$ cat src/rtl/asc_pkg.sv
// Constants for the serial control port of the two-channel converter.
// Assumes the device master clock is the same as ref_clk.
package asc_pkg;

  // Clock rates and pace-flag lead time
  localparam int REF_CLK_MHZ    = 200;
  localparam int MCLK_MHZ       = 200;
  localparam int PACE_LEAD_TCLK = 2;
  localparam int PACE_LEAD_CYC  = PACE_LEAD_TCLK * REF_CLK_MHZ / MCLK_MHZ;

  // Output frame layout
  localparam int         FRAME_BITS  = 72;
  localparam logic [6:0] FRAME_LAST  = 7'h47;
  localparam logic [3:0] STATUS_HEAD = 4'hc;
  localparam logic [12:0] STATUS_PAD = 13'h0000;
  localparam int         FR_PACE_HI  = 62;
  localparam int         FR_PACE_LO  = 61;

  // Command opcodes
  localparam logic [7:0] OP_CONT_READ  = 8'h10;
  localparam logic [7:0] OP_STOP_READ  = 8'h11;
  localparam logic [2:0] OP_WRITE_HEAD = 3'h2;

  // Register addresses
  localparam logic [4:0] ADDR_CONFIG_TWO  = 5'h02;
  localparam logic [4:0] ADDR_ELOFF_CTRL  = 5'h04;
  localparam logic [4:0] ADDR_ELOFF_SENSE = 5'h06;
  localparam logic [4:0] ADDR_BREATH_ONE  = 5'h09;
  localparam logic [4:0] ADDR_BREATH_TWO  = 5'h0a;
  localparam logic [4:0] ADDR_AUX         = 5'h0b;

  // Reset values
  localparam logic [7:0] RST_CONFIG_TWO  = 8'h80;
  localparam logic [7:0] RST_ELOFF_CTRL  = 8'h00;
  localparam logic [7:0] RST_ELOFF_SENSE = 8'h00;
  localparam logic [7:0] RST_BREATH_ONE  = 8'h00;
  localparam logic [7:0] RST_BREATH_TWO  = 8'h00;
  localparam logic [7:0] RST_AUX         = 8'h0c;

  // Field positions
  localparam int B1_DEMOD_BIT = 7;
  localparam int B1_MOD_BIT   = 6;
  localparam int B1_SRC_BIT   = 0;
  localparam int B2_PWR_BIT   = 5;
  localparam int B2_FREQ_BIT  = 2;
  localparam int B2_REF_BIT   = 1;
  localparam int THRESH_HI    = 7;
  localparam int THRESH_LO    = 5;
  localparam int AUX_DIR_ONE  = 2;
  localparam int AUX_DIR_TWO  = 3;
  localparam int AUX_LVL_ONE  = 0;
  localparam int AUX_LVL_TWO  = 1;

  // Synchroniser bit positions and reset pattern
  localparam int          SY_CS    = 0;
  localparam int          SY_SCLK  = 1;
  localparam int          SY_DIN   = 2;
  localparam int          SY_AUX1  = 3;
  localparam int          SY_AUX2  = 4;
  localparam logic [4:0]  SY_RESET = 5'h01;

  typedef enum logic [1:0] {ST_OPCODE, ST_COUNT, ST_DATA} asc_state_type;

endpackage : asc_pkg

$ cat src/rtl/asc_port.sv
// Serial host port with frame output, register writes and pin control.
// Assumes the host keeps its own timing duties; pins are asynchronous.
//
// Functional notes
// - Select high resets receiver and shifter, floats out
// - Ready falls on new data regardless of select
// - External breath clock forces aux pins input
// - Internal breath clock leaves aux pins free
// - Separate modulator, demodulator enables, frequency field
// - Aux levels sampled two clocks before ready
// - Reference select bit picks drive loop reference
// - Power bit turns drive amplifier on
// - Electrode-off comparator uses threshold bits seven-five
// - Data-in captured on serial clock falling edge
// - Data-out shifts on rising edge, MSB first
`timescale 1ns/1ps
module asc_port
  import asc_pkg::*;
(
  // Clock and reset
  input  wire logic        ref_clk,
  input  wire logic        sys_rst,
  // Serial pins
  input  wire logic        cs_n,
  input  wire logic        sclk,
  input  wire logic        din,
  output logic             dout_o,
  output logic             dout_oe,
  output logic             sample_ready_n,
  // Conversion data
  input  wire logic        conv_done,
  input  wire logic [23:0] chan_one_data,
  input  wire logic [23:0] chan_two_data,
  input  wire logic [4:0]  electrode_off_flags,
  // Auxiliary pins
  input  wire logic        aux_pin_one_i,
  output logic             aux_pin_one_o,
  output logic             aux_pin_one_oe,
  input  wire logic        aux_pin_two_i,
  output logic             aux_pin_two_o,
  output logic             aux_pin_two_oe,
  // Settings
  output logic             breath_clock_source,
  output logic             breath_modulator_on,
  output logic             breath_demodulator_on,
  output logic             breath_mod_freq_sel,
  output logic             drive_ref_internal_sel,
  output logic             drive_amp_power_on,
  output logic [2:0]       electrode_off_threshold,
  output logic [7:0]       config_two,
  output logic [7:0]       electrode_off_sense_sel,
  output logic             cont_read_active
);

  ////////////////////////////////////////////////////////////////////////////
  // Pin synchronisers and edges

  logic [4:0]    sync_w;
  logic          sclk_d_r;
  logic          cs_s;
  logic          din_s;
  logic          sclk_rise;
  logic          sclk_fall;

  asc_sync #(.WIDTH(5), .RST_VAL(SY_RESET)) u_sync (
    .ref_clk  (ref_clk),
    .sys_rst  (sys_rst),
    .pin_in   ({aux_pin_two_i, aux_pin_one_i, din, sclk, cs_n}),
    .pin_sync (sync_w)
  );

  assign cs_s      = sync_w[SY_CS];
  assign din_s     = sync_w[SY_DIN];
  assign sclk_rise = sync_w[SY_SCLK] & ~sclk_d_r;
  assign sclk_fall = ~sync_w[SY_SCLK] & sclk_d_r;

  always_ff @(posedge ref_clk) begin
    if (sys_rst) begin
      sclk_d_r <= 1'b0;
    end else begin
      sclk_d_r <= sync_w[SY_SCLK];
    end
  end

  ////////////////////////////////////////////////////////////////////////////
  // Command receiver

  asc_state_type state_r;
  logic [2:0]    bit_cnt_r;
  logic [7:0]    rx_r;
  logic [7:0]    rx_nxt;
  logic [7:0]    cnt_r;
  logic [4:0]    wr_addr_r;
  logic [7:0]    wr_data_r;
  logic          wr_en_r;
  logic          byte_done;

  assign rx_nxt    = {rx_r[6:0], din_s};
  assign byte_done = sclk_fall & ~cs_s & (bit_cnt_r == 3'h7);

  always_ff @(posedge ref_clk) begin
    if (sys_rst || cs_s) begin
      state_r   <= ST_OPCODE;
      bit_cnt_r <= 3'h0;
      rx_r      <= 8'h00;
      cnt_r     <= 8'h00;
      wr_addr_r <= 5'h00;
      wr_data_r <= 8'h00;
      wr_en_r   <= 1'b0;
    end else begin
      wr_en_r <= 1'b0;
      if (wr_en_r) begin
        wr_addr_r <= wr_addr_r + 5'h01;
      end
      if (sclk_fall) begin
        rx_r      <= rx_nxt;
        bit_cnt_r <= bit_cnt_r + 3'h1;
      end
      if (byte_done) begin
        case (state_r)
          ST_OPCODE: begin
            if (rx_nxt[7:5] == OP_WRITE_HEAD) begin
              wr_addr_r <= rx_nxt[4:0];
              state_r   <= ST_COUNT;
            end
          end
          ST_COUNT: begin
            cnt_r   <= rx_nxt;
            state_r <= ST_DATA;
          end
          ST_DATA: begin
            wr_en_r   <= 1'b1;
            wr_data_r <= rx_nxt;
            if (cnt_r == 8'h00) begin
              state_r <= ST_OPCODE;
            end else begin
              cnt_r <= cnt_r - 8'h01;
            end
          end
          default: begin
            state_r <= ST_OPCODE;
          end
        endcase
      end
    end
  end

  always_ff @(posedge ref_clk) begin
    if (sys_rst) begin
      cont_read_active <= 1'b0;
    end else if (byte_done && state_r == ST_OPCODE) begin
      if (rx_nxt == OP_CONT_READ) begin
        cont_read_active <= 1'b1;
      end else if (rx_nxt == OP_STOP_READ) begin
        cont_read_active <= 1'b0;
      end
    end
  end

  ////////////////////////////////////////////////////////////////////////////
  // Setting registers

  logic [7:0] eloff_ctrl_r;
  logic [7:0] breath_one_r;
  logic [7:0] breath_two_r;
  logic [7:0] aux_r;

  always_ff @(posedge ref_clk) begin
    if (sys_rst) begin
      config_two              <= RST_CONFIG_TWO;
      eloff_ctrl_r            <= RST_ELOFF_CTRL;
      electrode_off_sense_sel <= RST_ELOFF_SENSE;
      breath_one_r            <= RST_BREATH_ONE;
      breath_two_r            <= RST_BREATH_TWO;
      aux_r                   <= RST_AUX;
    end else if (wr_en_r) begin
      case (wr_addr_r)
        ADDR_CONFIG_TWO:  config_two              <= wr_data_r;
        ADDR_ELOFF_CTRL:  eloff_ctrl_r            <= wr_data_r;
        ADDR_ELOFF_SENSE: electrode_off_sense_sel <= wr_data_r;
        ADDR_BREATH_ONE:  breath_one_r            <= wr_data_r;
        ADDR_BREATH_TWO:  breath_two_r            <= wr_data_r;
        ADDR_AUX:         aux_r                   <= wr_data_r;
        default:          aux_r                   <= aux_r;
      endcase
    end
  end

  assign electrode_off_threshold = eloff_ctrl_r[THRESH_HI:THRESH_LO];
  assign breath_clock_source    = breath_one_r[B1_SRC_BIT];
  assign breath_modulator_on    = breath_one_r[B1_MOD_BIT];
  assign breath_demodulator_on  = breath_one_r[B1_DEMOD_BIT];
  assign breath_mod_freq_sel    = breath_two_r[B2_FREQ_BIT];
  assign drive_ref_internal_sel = breath_two_r[B2_REF_BIT];
  assign drive_amp_power_on     = breath_two_r[B2_PWR_BIT];

  // Auxiliary pin drivers
  always_ff @(posedge ref_clk) begin
    if (sys_rst) begin
      aux_pin_one_oe <= 1'b0;
      aux_pin_two_oe <= 1'b0;
      aux_pin_one_o  <= 1'b0;
      aux_pin_two_o  <= 1'b0;
    end else begin
      aux_pin_one_oe <= ~breath_clock_source & ~aux_r[AUX_DIR_ONE];
      aux_pin_two_oe <= ~breath_clock_source & ~aux_r[AUX_DIR_TWO];
      aux_pin_one_o  <= aux_r[AUX_LVL_ONE];
      aux_pin_two_o  <= aux_r[AUX_LVL_TWO];
    end
  end

  ////////////////////////////////////////////////////////////////////////////
  // Frame capture and ready

  logic [1:0]  lead_cnt_r;
  logic [1:0]  pace_r;
  logic [4:0]  flags_r;
  logic [23:0] ch1_r;
  logic [23:0] ch2_r;
  logic [71:0] frame_r;
  logic        ready_fire;

  assign ready_fire = (lead_cnt_r == 2'h1);

  always_ff @(posedge ref_clk) begin
    if (sys_rst) begin
      lead_cnt_r <= 2'h0;
      pace_r     <= 2'h0;
      flags_r    <= 5'h00;
      ch1_r      <= 24'h000000;
      ch2_r      <= 24'h000000;
    end else if (conv_done) begin
      lead_cnt_r <= 2'(PACE_LEAD_CYC);
      pace_r     <= {sync_w[SY_AUX2], sync_w[SY_AUX1]};
      flags_r    <= electrode_off_flags;
      ch1_r      <= chan_one_data;
      ch2_r      <= chan_two_data;
    end else if (lead_cnt_r != 2'h0) begin
      lead_cnt_r <= lead_cnt_r - 2'h1;
    end
  end

  always_ff @(posedge ref_clk) begin
    if (sys_rst) begin
      frame_r <= 72'h0;
    end else if (ready_fire) begin
      frame_r <= {STATUS_HEAD, flags_r, pace_r, STATUS_PAD, ch1_r, ch2_r};
    end
  end

  // New data wins over the clearing clock edge
  always_ff @(posedge ref_clk) begin
    if (sys_rst) begin
      sample_ready_n <= 1'b1;
    end else if (ready_fire) begin
      sample_ready_n <= 1'b0;
    end else if (sclk_fall) begin
      sample_ready_n <= 1'b1;
    end
  end

  ////////////////////////////////////////////////////////////////////////////
  // Data-out shifter

  logic [6:0] out_idx_r;

  always_ff @(posedge ref_clk) begin
    if (sys_rst || cs_s) begin
      dout_oe   <= 1'b0;
      dout_o    <= 1'b0;
      out_idx_r <= 7'h00;
    end else begin
      dout_oe <= 1'b1;
      if (sclk_rise) begin
        dout_o    <= cont_read_active & frame_r[FRAME_LAST - out_idx_r];
        out_idx_r <= (out_idx_r == FRAME_LAST) ? 7'h00 : out_idx_r + 7'h01;
      end
    end
  end

  ////////////////////////////////////////////////////////////////////////////
  // Checks

  a_cs_high_float: assert property (@(posedge ref_clk) disable iff (sys_rst)
    cs_s |=> !dout_oe)
    else $error("data-out driven while deselected");

  a_deselect_resets: assert property (@(posedge ref_clk) disable iff (sys_rst)
    cs_s |=> (bit_cnt_r == 3'h0) && (state_r == ST_OPCODE))
    else $error("receiver not reset by deselect");

  a_ready_on_done: assert property (@(posedge ref_clk) disable iff (sys_rst)
    conv_done |-> ##3 !sample_ready_n)
    else $error("ready did not fall three cycles after conversion");

  a_ready_clear_edge: assert property (@(posedge ref_clk) disable iff (sys_rst)
    sclk_fall && !ready_fire |=> sample_ready_n)
    else $error("ready not released on clock fall");

  a_aux_forced_in: assert property (@(posedge ref_clk) disable iff (sys_rst)
    breath_clock_source ##1 breath_clock_source
      |-> !aux_pin_one_oe && !aux_pin_two_oe)
    else $error("aux pin driven under external breath clock");

  a_din_capture: assert property (@(posedge ref_clk) disable iff (sys_rst)
    sclk_fall && !cs_s |=> rx_r[0] == $past(din_s))
    else $error("data-in bit not captured on falling edge");

  a_dout_msb_first: assert property (@(posedge ref_clk) disable iff (sys_rst)
    sclk_rise && !cs_s && cont_read_active && out_idx_r == 7'h00
      |=> dout_o == $past(frame_r[71]))
    else $error("first data-out bit is not the MSB");

  a_pace_sample: assert property (@(posedge ref_clk) disable iff (sys_rst)
    ready_fire && !$past(conv_done)
      |=> frame_r[FR_PACE_HI:FR_PACE_LO] == $past(pace_r))
    else $error("pace bits not loaded with ready");

  a_thresh_follow: assert property (@(posedge ref_clk) disable iff (sys_rst)
    wr_en_r && wr_addr_r == ADDR_ELOFF_CTRL
      |=> electrode_off_threshold == $past(wr_data_r[7:5]))
    else $error("threshold not taken from control write");

endmodule : asc_port

$ cat src/rtl/asc_sync.sv
// Two-flop synchroniser for a group of pins.
// Assumes inputs are asynchronous to ref_clk.
`timescale 1ns/1ps
module asc_sync #(
  parameter int               WIDTH   = 1,
  parameter logic [WIDTH-1:0] RST_VAL = '0
) (
  // Clock and reset
  input  wire logic             ref_clk,
  input  wire logic             sys_rst,
  // Pins and synchronised copies
  input  wire logic [WIDTH-1:0] pin_in,
  output logic      [WIDTH-1:0] pin_sync
);

  logic [WIDTH-1:0] meta_r;

  always_ff @(posedge ref_clk) begin
    if (sys_rst) begin
      meta_r   <= RST_VAL;
      pin_sync <= RST_VAL;
    end else begin
      meta_r   <= pin_in;
      pin_sync <= meta_r;
    end
  end

endmodule : asc_sync
$ cat config.mk
export PLATFORM = sky130hd
export DESIGN_NAME = asc_port
export DESIGN_NICKNAME = d
export VERILOG_FILES = /design/src/rtl/asc_pkg.sv /design/src/rtl/asc_port.sv /design/src/rtl/asc_sync.sv
export SDC_FILE = /design/constraint.sdc
export NUM_CORES = 1
export LEC_CHECK = 0
export BUFFER_PORTS_ARGS = -buffer_cell sky130_fd_sc_hd__buf_2
export CORE_ASPECT_RATIO = 0.6
export CORE_MARGIN = 5
export CORE_UTILIZATION = 36
export CTS_BUF_LIST = sky130_fd_sc_hd__clkbuf_4 sky130_fd_sc_hd__clkbuf_8
export CTS_CLUSTER_SIZE = 14
export DETAILED_ROUTE_END_ITERATION = 7
export GPL_TIMING_DRIVEN = 0
export REMOVE_ABC_BUFFERS = 1
export SYNTH_ARGS = -nofsm -noshare
export SYNTH_HDL_FRONTEND = slang
export SYNTH_SLANG_ARGS = --single-unit
$ cat constraint.sdc
create_clock -name ref_clk -period 6.3 [get_ports ref_clk]
set_input_delay 0.315 -clock ref_clk [delete_from_list [all_inputs] [get_ports ref_clk]]
set_output_delay 0.315 -clock ref_clk [all_outputs]
set_load 0.1 [all_outputs]
# == Word level (Yosys, flattened, before mapping) ==
# Cells that the tools add are included.
# op_classes
bitwise_logic,14
order_cmp,1
reduce_logical,21
eq_ne,17
addsub,6
mux,20
# op_table
op,n
$mux W5,4
$eq A8 B5 Y1 const B,2
$pmux W8 S2,1
$reduce_and A2 Y1,8
$eq A5 B4 Y1 const B,3
$eq A5 B3 Y1 const B,2
$reduce_bool A2 Y1,5
$logic_not A8 Y1,1
$lt A7 B8 Y1 const B,1
$mux W2,4
$mux W8,1
$sub A8 B1 Y8 const B,1
$add A7 B1 Y7 const B,1
$and A1 B1 Y1,7
$bmux W1 S7,1
$eq A7 B7 Y1 const B,1
$mux W1,7
$mux W7,1
$not A1 Y1,7
$sub A7 B7 Y7 const A,1
$ne A2 B2 Y1 const B,3
$pmux W2 S3,1
$reduce_and A3 Y1,2
$add A5 B1 Y5 const B,1
11 further kinds,13
# word_totals
reg_bits,215
output_inout_bits,33
input_bits,61

# == Logic depth before layout (Yosys ltp) ==
# logic_depth
word_depth,6
mapped_depth,8
depth_no_buf,7

# == Modules after synthesis ==
# A second synthesis with hierarchy kept.
# hier_totals
hier_cells,886
area_unflattened_um2,7993.9
# by_module_without_submodules
mod,n_inst,area_each_um2,cells_each
asc_port,1,7731.2,866
asc_sync,1,262.8,20

# == Worst setup path before layout ==
# No wires, ideal clock.
# synth_timing
kind,register to register
from,register out_idx_r[3]
to,register dout_o
synth_period_minus_slack_ps,2006
setup_time_ps,66
path_stages_with_launch,9
path_slack_ps,4294
arrival_ps,1940
cell_sequence,dfxtp_1 > buf_2 > inv_1 > ha_1 > xnor2_1 > a2111oi_2 > o211ai_1 > a311o_1 > a21oi_2
# synth_via
elab_chain_cells,4
# synth_lines
item,line_no,rtl
start: declaration,asc_port.sv:265,logic [6:0] out_idx_r;
start signal: assignment,asc_port.sv:276,out_idx_r <= (out_idx_r == FRAME_LAST) ? 7'h00 : out_idx_r + 7'h01;
$sub A7 B7 Y7,asc_port.sv:275,dout_o <= cont_read_active & frame_r[FRAME_LAST - out_idx_r];
$bmux W1 S7,asc_port.sv:275,
$mux W1 (implied by the code),asc_port.sv:275,
$and A1 B1 Y1,asc_port.sv:275,
end signal: assignment,asc_port.sv:275,
end: declaration,asc_port.sv:27,"output logic dout_o,"
# Every way passes these cells. The select of a mux whose other input is x is not followed.
# A chain may end at the register's enable or synchronous reset.

# == Worst setup path in the final report ==
# layout_timing
from,register out_idx_r[0]
to,register dout_o
# The elaborated chain is that of the path after synthesis.

==> impl_metrics.ini <==
[worst_setup_path]
r2r-end = dout_o
crit_type = reg -> reg
worst-r2r-setup-slack_ns = 3.76
setup.worst_path.end_class = flip-flop
worst-path-max-fanout = 17
r2r_start = out_idx_r[0]
timing.critical_path.from_type = flip-flop
critical_path_required_ns = 6.73
r2r_worst_path_depth = 4
arrival_ns = 2.98

[drt]
vias = 6251
routedWlPerCell_um = 13.8
post_drt_via_cell_ratio = 4.74
route.antenna.remaining_nets = 0
finalWirelength_um = 18100
drt_first_iter_violations = 381
drt_first_pass_iters = 5
post-route-drc-count = 0

[clock_tree]
cts.sink_count = 202
cts_buffer_count = 31
cts_setup_buffers = 0
h-tree-depth = 1
path_clk_slew_ns = 0.07
tritoncts = yes
cts-root-to-sink-buffers = 3
clk_latency_ns = 0.57
cts.root.buffer_cell = sky130_fd_sc_hd__clkbuf_8

[timing]
fin_crit_sh_pct = 40.4
slew_violations = 0
finalHoldWorstSlack_ns = 0.109
finClkSkew_ns = 0.0254
final_hold_viol_count = 0
setup_tns_ns = 0
max_freq_mhz = 393
rsz_0062_raised_after_global_routing = false
worstMarginPinSlew_ns = 1.08
timing.final.setup_violations = 0
slew_headroom_pct = 28.2
final_period_minus_worst_setup_slack_ns = 2.54

[power]
post-layout-total-power_w = 0.00264
power.leakage_nw = 3.98
total_switching_power_w = 0.000589
worst_ir_drop_vdd_mv = 0.147
pd_cells_mw_per_mm2 = 265
clkPwrFrac_pct = 44.9
power.internal_w = 0.00205
p_seq_share_pct = 50.1
power.share.combinational_pct = 5.0
proportion_of_total_power_due_to_net_switching_pct = 22.4

[grt]
grt-ovfl-total = 0
grt_antenna_before_repair = 0
track_usage_pct = 14.0
global_route_wire_length_before_repair_um = 30100
grt_start_max_net_pins = 114
first_global_vias = 5859

[cells_and_area]
most-common-layout-cells = sky130_fd_sc_hd__dfxtp_1, sky130_fd_sc_hd__nand2_1, sky130_fd_sc_hd__nor2_1, sky130_fd_sc_hd__a21oi_1, sky130_fd_sc_hd__buf_2
final_common_cell = sky130_fd_sc_hd__dfxtp_1
num_antenna_cells = 0
layout.nets = 1081
layout-drive-gt1-share_pct = 16.5
post-route-cell-area_mm2 = 0.00997
areaGrowthSynthToFinish_pct = 24.3

[floorplan]
initial_utilization_pct = 36.5
die_width_um = 203
chipHeight_um = 126
ios = 94
core_region_area_mm2 = 0.0220
die-area_mm2 = 0.0255
num_rows = 42

[run_status]
run_status = complete, no violations

[synthesis]
postSynth.topFlopCell = sky130_fd_sc_hd__dfxtp_1
netlist_area_mm2 = 0.00802
postSynthAreaPerCell_um2 = 9.12
synth.yosys.seq_area_share_pct = 50.4
synth-edff-count = 0
synth-async-reset-ratio_pct = 0
ys_types = 50
synthesized_instance_count = 879
synth.ff_latch_count = 202
yosys_warnings = 0

[placement]
hpwlAfterDp_um = 11900
placement.io_buffers = 93
globalplace.congestion = 0.794
place_area_mm2 = 0.00869

[min_path]
hold_class = in -> reg
hold_depth = 2
hp-start = sys_rst
hold-path-endpoint = eloff_ctrl_r[5]

[job]
maxCapViolCount = 0
==> cell families after synthesis <==
logic type	share of synthesized area, %
AND/OR/NAND/NOR	19.0
flip-flops	50.4
AO/OA/AOI/OAI	9.41
multiplexers	13.9
buffers and inverters	3.79
XOR/XNOR	1.53
adder cells (fa/ha/maj)	1.87
==> critical path, cell delays in order, from the launching register on <==
cell and delay [ns]:
sky130_fd_sc_hd__dfxtp_1 1.03, sky130_fd_sc_hd__mux4_2 0.69, sky130_fd_sc_hd__a221o_1 0.33, sky130_fd_sc_hd__a211oi_1 0.29, sky130_fd_sc_hd__a21oi_2 0.08
==> per-stage QoR <==
step / worst slack (ns) / util [%] / instances
2_1_floorplan: 3.78 / - / 820
3_3_place_gp: 2.10 / 39.0 / 1199
3_5_place_dp: 3.78 / 39.6 / 1203
4_1_cts: 3.79 / 45.4 / 1319
5_1_grt: 3.64 / 45.4 / 1319
6_report: 3.76 / 45.4 / 1319
==> registers in the layout, indices dropped and copies added, names as in the netlist, 7 cells and up <==
| signal | cells |
|---|---|
| ch1_r | 24 |
| ch2_r | 24 |
| cnt_r | 8 |
| config_two | 8 |
| electrode_off_sense_sel | 8 |
| frame_r | 56 |
| out_idx_r | 7 |
| rx_r | 7 |
| wr_data_r | 8 |
==> synth_stat cells (2+ instances only) <==
cell type	instances	area share, %
sky130_fd_sc_hd__a21oi_1	98	6.1
sky130_fd_sc_hd__nor3_1	9	0.56
sky130_fd_sc_hd__nand3b_1	2	0.19
sky130_fd_sc_hd__or2_2	3	0.23
sky130_fd_sc_hd__xnor2_1	8	0.87
sky130_fd_sc_hd__mux4_1	7	2.3
sky130_fd_sc_hd__nand4_1	6	0.47
sky130_fd_sc_hd__o21ai_0	5	0.31
sky130_fd_sc_hd__a211o_1	3	0.33
sky130_fd_sc_hd__nand2_1	180	8.4
sky130_fd_sc_hd__or4_1	2	0.19
sky130_fd_sc_hd__buf_1	5	0.23
sky130_fd_sc_hd__nor2b_1	16	1.2
sky130_fd_sc_hd__o211ai_1	2	0.19
sky130_fd_sc_hd__mux4_2	5	1.4
sky130_fd_sc_hd__buf_2	11	0.69
sky130_fd_sc_hd__xor2_1	6	0.66
sky130_fd_sc_hd__and3_1	2	0.16
sky130_fd_sc_hd__a21o_1	4	0.37
sky130_fd_sc_hd__nand4b_1	3	0.33
sky130_fd_sc_hd__nand2b_1	7	0.55
sky130_fd_sc_hd__inv_1	8	0.37
sky130_fd_sc_hd__mux2i_1	82	10
sky130_fd_sc_hd__o21ai_1	7	0.44
sky130_fd_sc_hd__nor2_1	101	4.7
sky130_fd_sc_hd__ha_1	12	1.9
sky130_fd_sc_hd__dfxtp_1	202	50
sky130_fd_sc_hd__a211oi_1	6	0.56
sky130_fd_sc_hd__buf_4	2	0.19
sky130_fd_sc_hd__buf_6	2	0.28
sky130_fd_sc_hd__nand3_1	13	0.81
sky130_fd_sc_hd__nor4_1	5	0.39
sky130_fd_sc_hd__clkbuf_1	38	1.8
==> how the worst max path moves through the flow <==
stage,slack (ns),cells past startpoint,start,end
2_1_floorplan,3.78,3,lead_cnt_r[0],frame_r[0]
3_3_place_gp,2.10,3,lead_cnt_r[0],frame_r[29]
3_5_place_dp,3.78,6,sys_rst,out_idx_r[4]
4_1_cts,3.79,4,out_idx_r[0],dout_o
5_1_grt,3.64,7,out_idx_r[3],dout_o
6_report,3.76,4,out_idx_r[0],dout_o
==> layout make-up <==
cell class              instances  area [um^2]
multi-input cells             610         3690
inverters                       8         30.0
repair buffers                155         1150
flip-flops and latches        202         4040
well taps                     286          358
clock inverters                 8         71.3
fillers                      2137        12000
clock buffers                  50          626
==> timing repair <==
| item | in CTS | in global routing |
|---|---|---|
| hold endpoints to repair | 58 | 0 |
| resized for setup | 0 | 0 |
| hold buffers | 58 | 0 |
==> routing by layer <==
layer / GRT usage, % / wire length (um) / vias up
li1: - / - / 3249
met1: 22.0 / 9710 / 2860
met2: 19.1 / 7020 / 112
met3: 3.05 / 1040 / 30
met4: 3.35 / 370 / 0
met5: 0 / 0 / -
==> power groups by stage <==
stage	sequential, W	clock, W	combinational, W
2_1_floorplan	0.00135	0	0.0000445
3_3_place_gp	0.00135	0	0.000100
3_5_place_dp	0.00135	0	0.000105
4_1_cts	0.00132	0.00123	0.000133
5_1_grt	0.00132	0.00129	0.000147
6_report	0.00132	0.00118	0.000132
(Power assumes the default switching activity.)
